`src/logic/acs_pkg.sv`:
```
// Shared constants for the conversion sequencer and its filter
// Contract
// - Two conversion modes only, single-shot or continuous, chosen by the config register.
// - Single-shot: one conversion per request, result stored in the result register.
// - After a single-shot conversion the sequencer returns to shutdown until requested.
// - Continuous: a new conversion starts right after the previous one finishes.
// - Continuous conversions run at the programmed data rate.
// - Result register always readable and holds only the last completed conversion.
// - Result is a 12-bit code derived by filtering the modulator bitstream.
// - Shared pin shows comparator alert or conversion ready, per configuration.
// - Master drives the serial clock; device only samples it and shifts data.
// - Write: address with write bit, pointer byte, then two data bytes.
// - Result reads return most significant byte first, then least significant.
package acs_pkg;
  localparam int unsigned CLK_HZ = 100_000_000;
  localparam int unsigned DECIM = 2048;
  // Data rates in samples per second, indexed by the config rate field
  localparam int unsigned SPS_0 = 128;
  localparam int unsigned SPS_1 = 250;
  localparam int unsigned SPS_2 = 490;
  localparam int unsigned SPS_3 = 920;
  localparam int unsigned SPS_4 = 1600;
  localparam int unsigned SPS_5 = 2400;
  localparam int unsigned SPS_6 = 3300;
  // Register pointers
  localparam logic [7:0] PTR_RESULT = 8'h00;
  localparam logic [7:0] PTR_CONFIG = 8'h01;
  localparam logic [7:0] PTR_THRESH = 8'h02;
  // Config field positions
  localparam int unsigned CFG_SINGLE_BIT = 8;
  localparam int unsigned CFG_RATE_LSB = 5;
  localparam int unsigned CFG_PINSEL_BIT = 0;
  localparam logic [15:0] CFG_RESET = 16'h0180;
  localparam logic [15:0] THRESH_RESET = 16'h7ff0;
  localparam logic [6:0] DEV_ADDR_DEFAULT = 7'h48;
  typedef enum logic [1:0] {ACS_IDLE, ACS_ADDR, ACS_WRITE, ACS_READ} acs_link_e;
  typedef enum logic {ACS_SHUTDOWN, ACS_RUN} acs_seq_e;
endpackage : acs_pkg

```
`src/logic/acs_conv_if.sv`:
```
// Conversion request and result carrier between sequencer and filter
`timescale 1ns/1ps
`default_nettype none
interface acs_conv_if;
  logic start;
  logic [2:0] rate;
  logic done;
  logic [11:0] code;
  modport seq (output start, output rate, input done, input code);
  modport filt (input start, input rate, output done, output code);
endinterface : acs_conv_if
`default_nettype wire

```
`src/logic/acs_sequencer.sv`:
```
// Conversion sequencer with two-wire serial slave, result hold and shared pin
`timescale 1ns/1ps
`default_nettype none
module acs_sequencer
#(
  parameter logic [6:0] DEV_ADDR = acs_pkg::DEV_ADDR_DEFAULT
)
(
  input wire logic ref_clk_i,
  input wire logic reset_n_i,
  input wire logic scl_i,
  input wire logic sda_i,
  output logic sda_o,
  output logic sda_oe_o,
  input wire logic mod_bit_i,
  output logic alert_rdy_o
);
  acs_conv_if conv ();

  acs_filter u_filter
  (
    .ref_clk_i(ref_clk_i),
    .reset_n_i(reset_n_i),
    .mod_bit_i(mod_bit_i),
    .conv(conv.filt)
  );

  logic [2:0] scl_s_q;
  logic [2:0] sda_s_q;
  logic scl_f_q;
  logic sda_f_q;
  logic scl_rise, scl_fall, bus_start, bus_stop;

  // Three-stage sampling; a level is taken once stages two and three agree
  always_ff @(posedge ref_clk_i)
  begin
    if (!reset_n_i)
    begin
      scl_s_q <= 3'h7;
      sda_s_q <= 3'h7;
      scl_f_q <= 1'b1;
      sda_f_q <= 1'b1;
    end
    else
    begin
      scl_s_q <= {scl_s_q[1:0], scl_i};
      sda_s_q <= {sda_s_q[1:0], sda_i};
      if (scl_s_q[1] == scl_s_q[2])
      begin
        scl_f_q <= scl_s_q[2];
      end
      if (sda_s_q[1] == sda_s_q[2])
      begin
        sda_f_q <= sda_s_q[2];
      end
    end
  end

  assign scl_rise = scl_s_q[1] == scl_s_q[2] && scl_s_q[2] && !scl_f_q;
  assign scl_fall = scl_s_q[1] == scl_s_q[2] && !scl_s_q[2] && scl_f_q;
  assign bus_start = sda_s_q[1] == sda_s_q[2] && !sda_s_q[2] && sda_f_q && scl_f_q;
  assign bus_stop = sda_s_q[1] == sda_s_q[2] && sda_s_q[2] && !sda_f_q && scl_f_q;

  acs_pkg::acs_link_e st_q;
  logic [3:0] bit_q;
  logic [1:0] idx_q;
  logic [7:0] sh_q;
  logic [7:0] tx_q;
  logic [7:0] ptr_q;
  logic [7:0] msb_q;
  logic sda_oe_q, ours_q, nack_q, lsb_q;
  logic [15:0] snap_q;
  logic [15:0] cfg_q;
  logic [15:0] thr_q;
  logic [15:0] result_q;
  logic cfg_wr, res_rd;
  logic [7:0] rd_byte;

  // Pointer-selected read word; result snapshot keeps both bytes coherent
  always_comb
  begin
    if (ptr_q == acs_pkg::PTR_CONFIG)
    begin
      rd_byte = lsb_q ? cfg_q[7:0] : cfg_q[15:8];
    end
    else if (ptr_q == acs_pkg::PTR_THRESH)
    begin
      rd_byte = lsb_q ? thr_q[7:0] : thr_q[15:8];
    end
    else
    begin
      rd_byte = lsb_q ? snap_q[7:0] : result_q[15:8];
    end
  end

  assign res_rd = scl_fall && st_q == acs_pkg::ACS_READ && bit_q == 4'h8 && !nack_q
    && !lsb_q && ptr_q == acs_pkg::PTR_RESULT;

  // Serial slave: bits in on rising clock, drive changes on falling clock, except the release on a start or stop
  always_ff @(posedge ref_clk_i)
  begin
    if (!reset_n_i)
    begin
      st_q <= acs_pkg::ACS_IDLE;
      bit_q <= 4'h0;
      idx_q <= 2'h0;
      sh_q <= 8'h00;
      tx_q <= 8'h00;
      ptr_q <= acs_pkg::PTR_RESULT;
      msb_q <= 8'h00;
      sda_oe_q <= 1'b0;
      ours_q <= 1'b0;
      nack_q <= 1'b0;
      lsb_q <= 1'b0;
      snap_q <= 16'h0000;
      cfg_q <= acs_pkg::CFG_RESET;
      thr_q <= acs_pkg::THRESH_RESET;
    end
    else if (bus_start)
    begin
      st_q <= acs_pkg::ACS_ADDR;
      bit_q <= 4'hf; // The falling clock that ends the start wraps this to zero
      idx_q <= 2'h0;
      sda_oe_q <= 1'b0;
      nack_q <= 1'b0;
      lsb_q <= 1'b0;
    end
    else if (bus_stop)
    begin
      st_q <= acs_pkg::ACS_IDLE;
      sda_oe_q <= 1'b0;
    end
    else if (scl_rise && st_q != acs_pkg::ACS_IDLE)
    begin
      if (bit_q < 4'h8)
      begin
        sh_q <= {sh_q[6:0], sda_f_q};
      end
      else if (st_q == acs_pkg::ACS_READ && !ours_q && sda_s_q[2])
      begin
        nack_q <= 1'b1;
      end
    end
    else if (scl_fall && st_q != acs_pkg::ACS_IDLE)
    begin
      if (bit_q == 4'h7)
      begin
        bit_q <= 4'h8;
        ours_q <= 1'b0;
        sda_oe_q <= 1'b0;
        if (st_q == acs_pkg::ACS_ADDR)
        begin
          if (sh_q[7:1] == DEV_ADDR)
          begin
            ours_q <= 1'b1;
            sda_oe_q <= 1'b1;
            st_q <= sh_q[0] ? acs_pkg::ACS_READ : acs_pkg::ACS_WRITE;
          end
          else
          begin
            st_q <= acs_pkg::ACS_IDLE;
          end
        end
        else if (st_q == acs_pkg::ACS_WRITE)
        begin
          ours_q <= 1'b1;
          sda_oe_q <= 1'b1;
          idx_q <= idx_q == 2'h3 ? 2'h3 : idx_q + 2'h1;
          if (idx_q == 2'h0)
          begin
            ptr_q <= sh_q;
          end
          else if (idx_q == 2'h1)
          begin
            msb_q <= sh_q;
          end
          else if (idx_q == 2'h2 && ptr_q == acs_pkg::PTR_CONFIG)
          begin
            cfg_q <= {msb_q, sh_q};
          end
          else if (idx_q == 2'h2 && ptr_q == acs_pkg::PTR_THRESH)
          begin
            thr_q <= {msb_q, sh_q};
          end
        end
      end
      else if (bit_q == 4'h8)
      begin
        bit_q <= 4'h0;
        ours_q <= 1'b0;
        if (st_q == acs_pkg::ACS_READ && !nack_q)
        begin
          // Open drain: enable only while a zero goes out
          tx_q <= {rd_byte[6:0], 1'b0};
          sda_oe_q <= !rd_byte[7];
          lsb_q <= !lsb_q;
          if (res_rd)
          begin
            snap_q <= result_q;
          end
        end
        else
        begin
          sda_oe_q <= 1'b0;
          if (st_q == acs_pkg::ACS_READ)
          begin
            st_q <= acs_pkg::ACS_IDLE;
          end
        end
      end
      else
      begin
        bit_q <= bit_q + 4'h1;
        if (st_q == acs_pkg::ACS_READ)
        begin
          sda_oe_q <= !tx_q[7];
          tx_q <= {tx_q[6:0], 1'b0};
        end
      end
    end
  end

  assign cfg_wr = scl_fall && st_q == acs_pkg::ACS_WRITE && bit_q == 4'h7
    && idx_q == 2'h2 && ptr_q == acs_pkg::PTR_CONFIG;
  assign sda_o = 1'b0;
  assign sda_oe_o = sda_oe_q;

  acs_pkg::acs_seq_e seq_q;
  logic start_q;
  logic start_req;
  logic single;
  logic rdy_q;
  logic pin_q;

  assign single = cfg_q[acs_pkg::CFG_SINGLE_BIT];
  // Shutdown start comes from a config write; continuous restarts on each done
  assign start_req = (seq_q == acs_pkg::ACS_SHUTDOWN && cfg_wr)
    || (seq_q == acs_pkg::ACS_RUN && conv.done && !single);

  // Sequencer: shutdown draws no filter activity until a request arrives
  always_ff @(posedge ref_clk_i)
  begin
    if (!reset_n_i)
    begin
      seq_q <= acs_pkg::ACS_SHUTDOWN;
      start_q <= 1'b0;
      result_q <= 16'h0000;
    end
    else
    begin
      start_q <= start_req;
      case (seq_q)
        acs_pkg::ACS_SHUTDOWN:
        begin
          if (start_req)
          begin
            seq_q <= acs_pkg::ACS_RUN;
          end
        end
        acs_pkg::ACS_RUN:
        begin
          if (conv.done && single)
          begin
            seq_q <= acs_pkg::ACS_SHUTDOWN;
          end
        end
        default: seq_q <= acs_pkg::ACS_SHUTDOWN;
      endcase
      if (conv.done)
      begin
        result_q <= {conv.code, 4'h0};
      end
    end
  end

  assign conv.start = start_q;
  assign conv.rate = cfg_q[acs_pkg::CFG_RATE_LSB +: 3];

  // Shared pin; a fresh result wins over the read that clears ready
  always_ff @(posedge ref_clk_i)
  begin
    if (!reset_n_i)
    begin
      rdy_q <= 1'b0;
      pin_q <= 1'b0;
    end
    else
    begin
      rdy_q <= conv.done || (rdy_q && !res_rd);
      if (cfg_q[acs_pkg::CFG_PINSEL_BIT])
      begin
        pin_q <= conv.done || (rdy_q && !res_rd);
      end
      else
      begin
        pin_q <= $signed(result_q[15:4]) > $signed(thr_q[15:4]);
      end
    end
  end

  assign alert_rdy_o = pin_q;

  property p_single_shutdown;
    @(posedge ref_clk_i) disable iff (!reset_n_i)
      (seq_q == acs_pkg::ACS_RUN && conv.done && single) |=> seq_q == acs_pkg::ACS_SHUTDOWN
        && !conv.start;
  endproperty
  a_single_shutdown: assert property (p_single_shutdown) else $error("no shutdown");

  property p_cont_restart;
    @(posedge ref_clk_i) disable iff (!reset_n_i)
      (seq_q == acs_pkg::ACS_RUN && conv.done && !single) |=> conv.start;
  endproperty
  a_cont_restart: assert property (p_cont_restart) else $error("no restart");

  property p_result_update;
    @(posedge ref_clk_i) disable iff (!reset_n_i)
      conv.done |=> result_q[15:4] == $past(conv.code) ##1 $stable(result_q) || conv.done;
  endproperty
  a_result_update: assert property (p_result_update) else $error("result not held");

  property p_cfg_start;
    @(posedge ref_clk_i) disable iff (!reset_n_i)
      (seq_q == acs_pkg::ACS_SHUTDOWN && cfg_wr) |=> conv.start && seq_q == acs_pkg::ACS_RUN;
  endproperty
  a_cfg_start: assert property (p_cfg_start) else $error("config write did not start");

  property p_rate_follow;
    @(posedge ref_clk_i) disable iff (!reset_n_i)
      conv.start |-> conv.rate == cfg_q[acs_pkg::CFG_RATE_LSB +: 3];
  endproperty
  a_rate_follow: assert property (p_rate_follow) else $error("wrong rate");

  property p_ready_pin;
    @(posedge ref_clk_i) disable iff (!reset_n_i)
      (conv.done && cfg_q[acs_pkg::CFG_PINSEL_BIT]) |=> alert_rdy_o;
  endproperty
  a_ready_pin: assert property (p_ready_pin) else $error("ready not shown");

  property p_msb_first;
    @(posedge ref_clk_i) disable iff (!reset_n_i)
      res_rd |=> lsb_q && snap_q == $past(result_q);
  endproperty
  a_msb_first: assert property (p_msb_first) else $error("byte order broken");

  property p_sda_drive;
    @(posedge ref_clk_i) disable iff (!reset_n_i)
      $rose(sda_oe_q) |-> $past(scl_fall);
  endproperty
  a_sda_drive: assert property (p_sda_drive) else $error("drive while clock high");
endmodule : acs_sequencer
`default_nettype wire

```
`src/logic/acs_filter.sv`:
```
// Decimating counter filter turning the modulator bitstream into a 12-bit code
`timescale 1ns/1ps
`default_nettype none
module acs_filter
(
  input wire logic ref_clk_i,
  input wire logic reset_n_i,
  input wire logic mod_bit_i,
  acs_conv_if.filt conv
);
  // Clock cycles between bitstream samples so that DECIM samples span one period
  function automatic logic [8:0] acs_interval(input logic [2:0] r);
    int unsigned sps;
    case (r)
      3'h0: sps = acs_pkg::SPS_0;
      3'h1: sps = acs_pkg::SPS_1;
      3'h2: sps = acs_pkg::SPS_2;
      3'h3: sps = acs_pkg::SPS_3;
      3'h4: sps = acs_pkg::SPS_4;
      3'h5: sps = acs_pkg::SPS_5;
      default: sps = acs_pkg::SPS_6;
    endcase
    return 9'(acs_pkg::CLK_HZ / (sps * acs_pkg::DECIM));
  endfunction : acs_interval

  logic busy_q;
  logic [8:0] ivl_q;
  logic [8:0] tick_q;
  logic [11:0] nsmp_q;
  logic [11:0] ones_q;
  logic done_q;
  logic [11:0] code_q;
  logic [12:0] twice;
  logic last;

  // Doubled ones count, including the sample taken on the final tick
  assign twice = {ones_q, 1'b0} + {11'h000, mod_bit_i, 1'b0};
  assign last = busy_q && tick_q == 9'h001 && nsmp_q == 12'(acs_pkg::DECIM - 1);

  // Sample pacing; interval fixed at start so a rate change never splits a conversion
  always_ff @(posedge ref_clk_i)
  begin
    if (!reset_n_i)
    begin
      busy_q <= 1'b0;
      ivl_q <= 9'h001;
      tick_q <= 9'h001;
      nsmp_q <= 12'h000;
      ones_q <= 12'h000;
    end
    else if (conv.start && !busy_q)
    begin
      busy_q <= 1'b1;
      ivl_q <= acs_interval(conv.rate);
      tick_q <= acs_interval(conv.rate);
      nsmp_q <= 12'h000;
      ones_q <= 12'h000;
    end
    else if (busy_q)
    begin
      if (tick_q == 9'h001)
      begin
        tick_q <= ivl_q;
        ones_q <= ones_q + {11'h000, mod_bit_i};
        nsmp_q <= nsmp_q + 12'h001;
        if (last)
        begin
          busy_q <= 1'b0;
        end
      end
      else
      begin
        tick_q <= tick_q - 9'h001;
      end
    end
  end

  // Code = 2*ones - DECIM, clamped to the signed 12-bit range
  always_ff @(posedge ref_clk_i)
  begin
    if (!reset_n_i)
    begin
      done_q <= 1'b0;
      code_q <= 12'h000;
    end
    else
    begin
      done_q <= last;
      if (last)
      begin
        if (twice >= 13'h1000)
        begin
          code_q <= 12'h7ff;
        end
        else
        begin
          code_q <= 12'(twice + 13'h0800);
        end
      end
    end
  end

  assign conv.done = done_q;
  assign conv.code = code_q;

  property p_no_early_done;
    @(posedge ref_clk_i) disable iff (!reset_n_i)
      (conv.start && !busy_q) |=> !done_q [*8];
  endproperty
  a_no_early_done: assert property (p_no_early_done) else $error("done too soon");

  property p_done_after_busy;
    @(posedge ref_clk_i) disable iff (!reset_n_i)
      done_q |-> $past(busy_q) && !busy_q;
  endproperty
  a_done_after_busy: assert property (p_done_after_busy) else $error("done without run");
endmodule : acs_filter
`default_nettype wire

```
`config.mk`:
```
export PLATFORM = sky130hd
export DESIGN_NAME = acs_sequencer
export DESIGN_NICKNAME = d
export VERILOG_FILES = /design/src/logic/acs_pkg.sv /design/src/logic/acs_conv_if.sv /design/src/logic/acs_sequencer.sv /design/src/logic/acs_filter.sv
export SDC_FILE = /design/constraint.sdc
export NUM_CORES = 1
export LEC_CHECK = 0
export ABC_AREA = 1
export BUFFER_PORTS_ARGS = -buffer_cell sky130_fd_sc_hd__buf_2
export CAP_MARGIN = 0
export CORE_UTILIZATION = 55
export DETAILED_ROUTE_END_ITERATION = 10
export PLACE_DENSITY = 0.79
export SYNTH_ARGS = -nofsm -noshare
export SYNTH_HDL_FRONTEND = slang
export SYNTH_HIERARCHICAL = 1
export SYNTH_SLANG_ARGS = --single-unit
```
`constraint.sdc`:
```
create_clock -name ref_clk_i -period 23.9 [get_ports ref_clk_i]
set_input_delay 4.78 -clock ref_clk_i [delete_from_list [all_inputs] [get_ports ref_clk_i]]
set_output_delay 4.78 -clock ref_clk_i [all_outputs]
set_load 0.05 [all_outputs]
```
==> results.toml <==
[status]
outcome = "finished clean"

[yosys]
synth_ff_type = "dfxtp_1"
synth_cells = 2310
synthMuxAreaShare = 0
yosysMostFrequentCell = "nand2_1"
synthXorXnorAreaFrac = 0.04876
synth-edff-count = 0
ys_top_cells_by_count = "nand2_1 (546), nor2_1 (273), inv_1 (244), o21ai_0 (173), a21oi_1 (169)"
netlist_top_cells_area = "dfxtp_1 (22%), nand2_1 (14%), ha_1 (11%), nor2_1 (7.0%), inv_1 (6.2%)"
synth_area_um2 = 14700
ys_ff_latch = 159
yosys_warnings = 6
yosysSeqAreaShare = 0.2165
synth_fa_ha_area_frac = 0.1098
synth_top_area_cell = "dfxtp_1"
synth_top_area_share = 0.2165
synth-simple-area-share = 0.3733
syn_area_per_cell_um2 = 6.365
synth_compound_area_frac = 0.1607
ys_types = 66
async_reset_ff_frac = 0
synth_top_family_by_area = "simple AND/OR/NAND/NOR gates"

[floorplanning]
die_w_um = 165.5
start_util = 0.5627
dieArea_um2 = 27390
die_h_um = 165.5
row_count = 59
ios = 8
core_um2 = 26130

[route]
wl_per_cell_um = 15.45
dr.pass1.iters = 6
dr_total_vias = 15060
antenna_left = 0
route.detailed.drc = 0
wl_um = 40830
via_per_inst = 5.701
drt_iter0_drc = 1233

[timing]
finalHoldViolCount = 0
setup_viol = 0
fin_crit_sh = 0.9151
worst_slew_pin_slew_ns = 1.091
relSlewSlack = 0.2698
report.final.slew_viol_count = 0
finalCriticalPeriod_ns = 21.87
fmaxAchievable_ghz = 0.04572
clock_skew_ns = 0.01825

[worst_setup_path]
cp_slowest_stage_delay_ns = 0.48
timing.rr.end = "u_filter/tick_q[0]$_SDFFE_PN1P_"
path_delay_family = "compound AO/OA/AOI/OAI gates"
cp-end-kind = "flip-flop"
path_class = "reg -> reg"
required_ns = 24.22
path_common_cell = "nand2_1"
crit_arrival_ns = 22.19
rr_worst_depth = 131
worstSetupStartpointType = "flip-flop"
cp_num_buf_inv = 17
path_max_fanout = 21
r2r_start = "cfg_q[5]$_SDFFE_PN0P_"
slowest_stage = "dfxtp_2"
r2r_setup_slack_ns = 2.03

[place]
hpwl_um = 30450
portBuffers = 6
globalplace.congestion = 0.9325
placed_cell_area_um2 = 14950

[layout]
fill_cells = 2511
drive_above_1_share = 0.08669
antenna_cells = 0
final_net_count = 2428
final_area_um2 = 15620
syn_to_final_growth_pct = 6.203

[power_and_ir_drop]
ir_worst_vdd_mv = 0.04600
p_int_mw = 0.4284
p_clk_frac = 0.500
p_per_area_nw_per_um2 = 36.15
p_sw_mw = 0.1361
p_comb_frac = 0.028
finalPower_mw = 0.5645
seq_power_share = 0.472
switching_share = 0.2411
p_leak_nw = 7.713

[min_path]
min_path_type = "reg -> reg"
whs_path_depth = 1
min_from = "sda_s_q[0]$_SDFF_PN1_"
holdPathEnd = "sda_s_q[1]$_SDFF_PN1_"

[cts]
root_buffer = "clkbuf_16"
clk_latency_ns = 0.44
clkSinkCount = 159
tritoncts = "yes"
clkTransAtPathRegs_ns = 0.07
clockBufferDepth = 2
ctsHoldBuffers = 0
htree_levels = 4
numCtsBuffers = 17

[grt]
grt_usage = 0.3003
grt_pass1_wl_um = 65900
overflow = 0
grt_antenna_before_repair = 0
grt_pass1_vias = 13640
grt_max_degree = 94

[run]
cap_viol_max_count = 0
## timing repair
| action | CTS | global route |
|---|---|---|
| buffers inserted | 0 | 5 |
| gates resized for setup | 0 | 10 |
| setup endpoints to repair | 0 | 4 |
## cell usage in the layout (no fill, tap or decap), types with 43 or more instances in the layout
master,netlist,final
ha_1,129,129
nor2_1,273,273
xor2_1,54,54
nand3_1,147,147
nand4_1,43,43
nand2_1,546,543
o21ai_0,173,171
inv_1,244,244
a21oi_1,169,169
dfxtp_1,159,156
## worst max-delay path by stage
| stage | startpoint | endpoint | cells past startpoint |
|---|---|---|---|
| after floorplan | cfg_q[5]$_SDFFE_PN0P_ | u_filter/tick_q[0]$_SDFFE_PN1P_ | 136 |
| after global placement | cfg_q[5]$_SDFFE_PN0P_ | u_filter/tick_q[0]$_SDFFE_PN1P_ | 127 |
| after detailed placement | cfg_q[5]$_SDFFE_PN0P_ | u_filter/tick_q[0]$_SDFFE_PN1P_ | 128 |
| after CTS | cfg_q[5]$_SDFFE_PN0P_ | u_filter/tick_q[0]$_SDFFE_PN1P_ | 128 |
| after global routing | cfg_q[5]$_SDFFE_PN0P_ | u_filter/tick_q[0]$_SDFFE_PN1P_ | 131 |
| final | cfg_q[5]$_SDFFE_PN0P_ | u_filter/tick_q[0]$_SDFFE_PN1P_ | 131 |
## kinds of logic after synthesis
kind of cell,after synthesis
other cells,3
simple gates,1172
fa+ha+maj,129
xor+xnor,81
flops,159
buf+inv,335
compound gates,431
## cell type report
cell class                      count  area [um^2]  share of cell area
Multi-Input combinational cell   1820        10230              0.6550
Sequential cell                   159         3187              0.2041
Inverter                          275         1039             0.06650
Clock buffer                       18        429.2             0.02748
Tap cell                          335        419.2             0.02684
Clock inverter                     14        171.4             0.01098
Timing Repair Buffer               21        142.6            0.009134
## power groups by stage
stage | sequential [mW] | clock, mW | combinational [mW]
2_1_floorplan | 0.272 | 0 | 0.0122
3_3_place_gp | 0.272 | 0 | 0.0153
3_5_place_dp | 0.272 | 0 | 0.0155
4_1_cts | 0.266 | 0.286 | 0.0155
5_1_grt | 0.266 | 0.297 | 0.0177
6_report | 0.266 | 0.282 | 0.0159
## metal layers
| layer | share of wire | vias to the layer above | GRT usage |
|---|---|---|---|
| li1 | - | 7576 | - |
| met1 | 0.44 | 6894 | 0.3811 |
| met2 | 0.47 | 496 | 0.5078 |
| met3 | 0.056 | 96 | 0.03746 |
| met4 | 0.034 | 0 | 0.1302 |
| met5 | 0 | - | 0 |
## per-stage QoR
| stage | instances | hold WS (ns) | setup WS [ns] | util | setup TNS [ns] |
|---|---|---|---|---|---|
| after floorplan | 2314 | 0.3925 | 3.990 | - | 0 |
| after global placement | 2605 | 0.3955 | 2.044 | 0.5722 | 0 |
| after detailed placement | 2605 | 0.4004 | 1.367 | 0.5722 | 0 |
| after CTS | 2637 | 0.4150 | 1.358 | 0.5952 | 0 |
| after global routing | 2642 | 0.4363 | -0.05758 | 0.5976 | -0.09330 |
| final | 2642 | 0.4105 | 2.028 | 0.5976 | 0 |
## registers in the layout, indices dropped and copies added, names as in the netlist, 3 cells and up
register	cells
u_filter/ones_q	12
snap_q	4
cfg_q	16
ptr_q	8
result_q	12
sh_q	8
tx_q	7
u_filter/tick_q	9
msb_q	8
u_filter/nsmp_q	12
thr_q	16
u_filter/conv.code	12
scl_s_q	3
bit_q	4
sda_s_q	3
u_filter/ivl_q	9
Note: power is estimated with default switching activity, not from simulation.
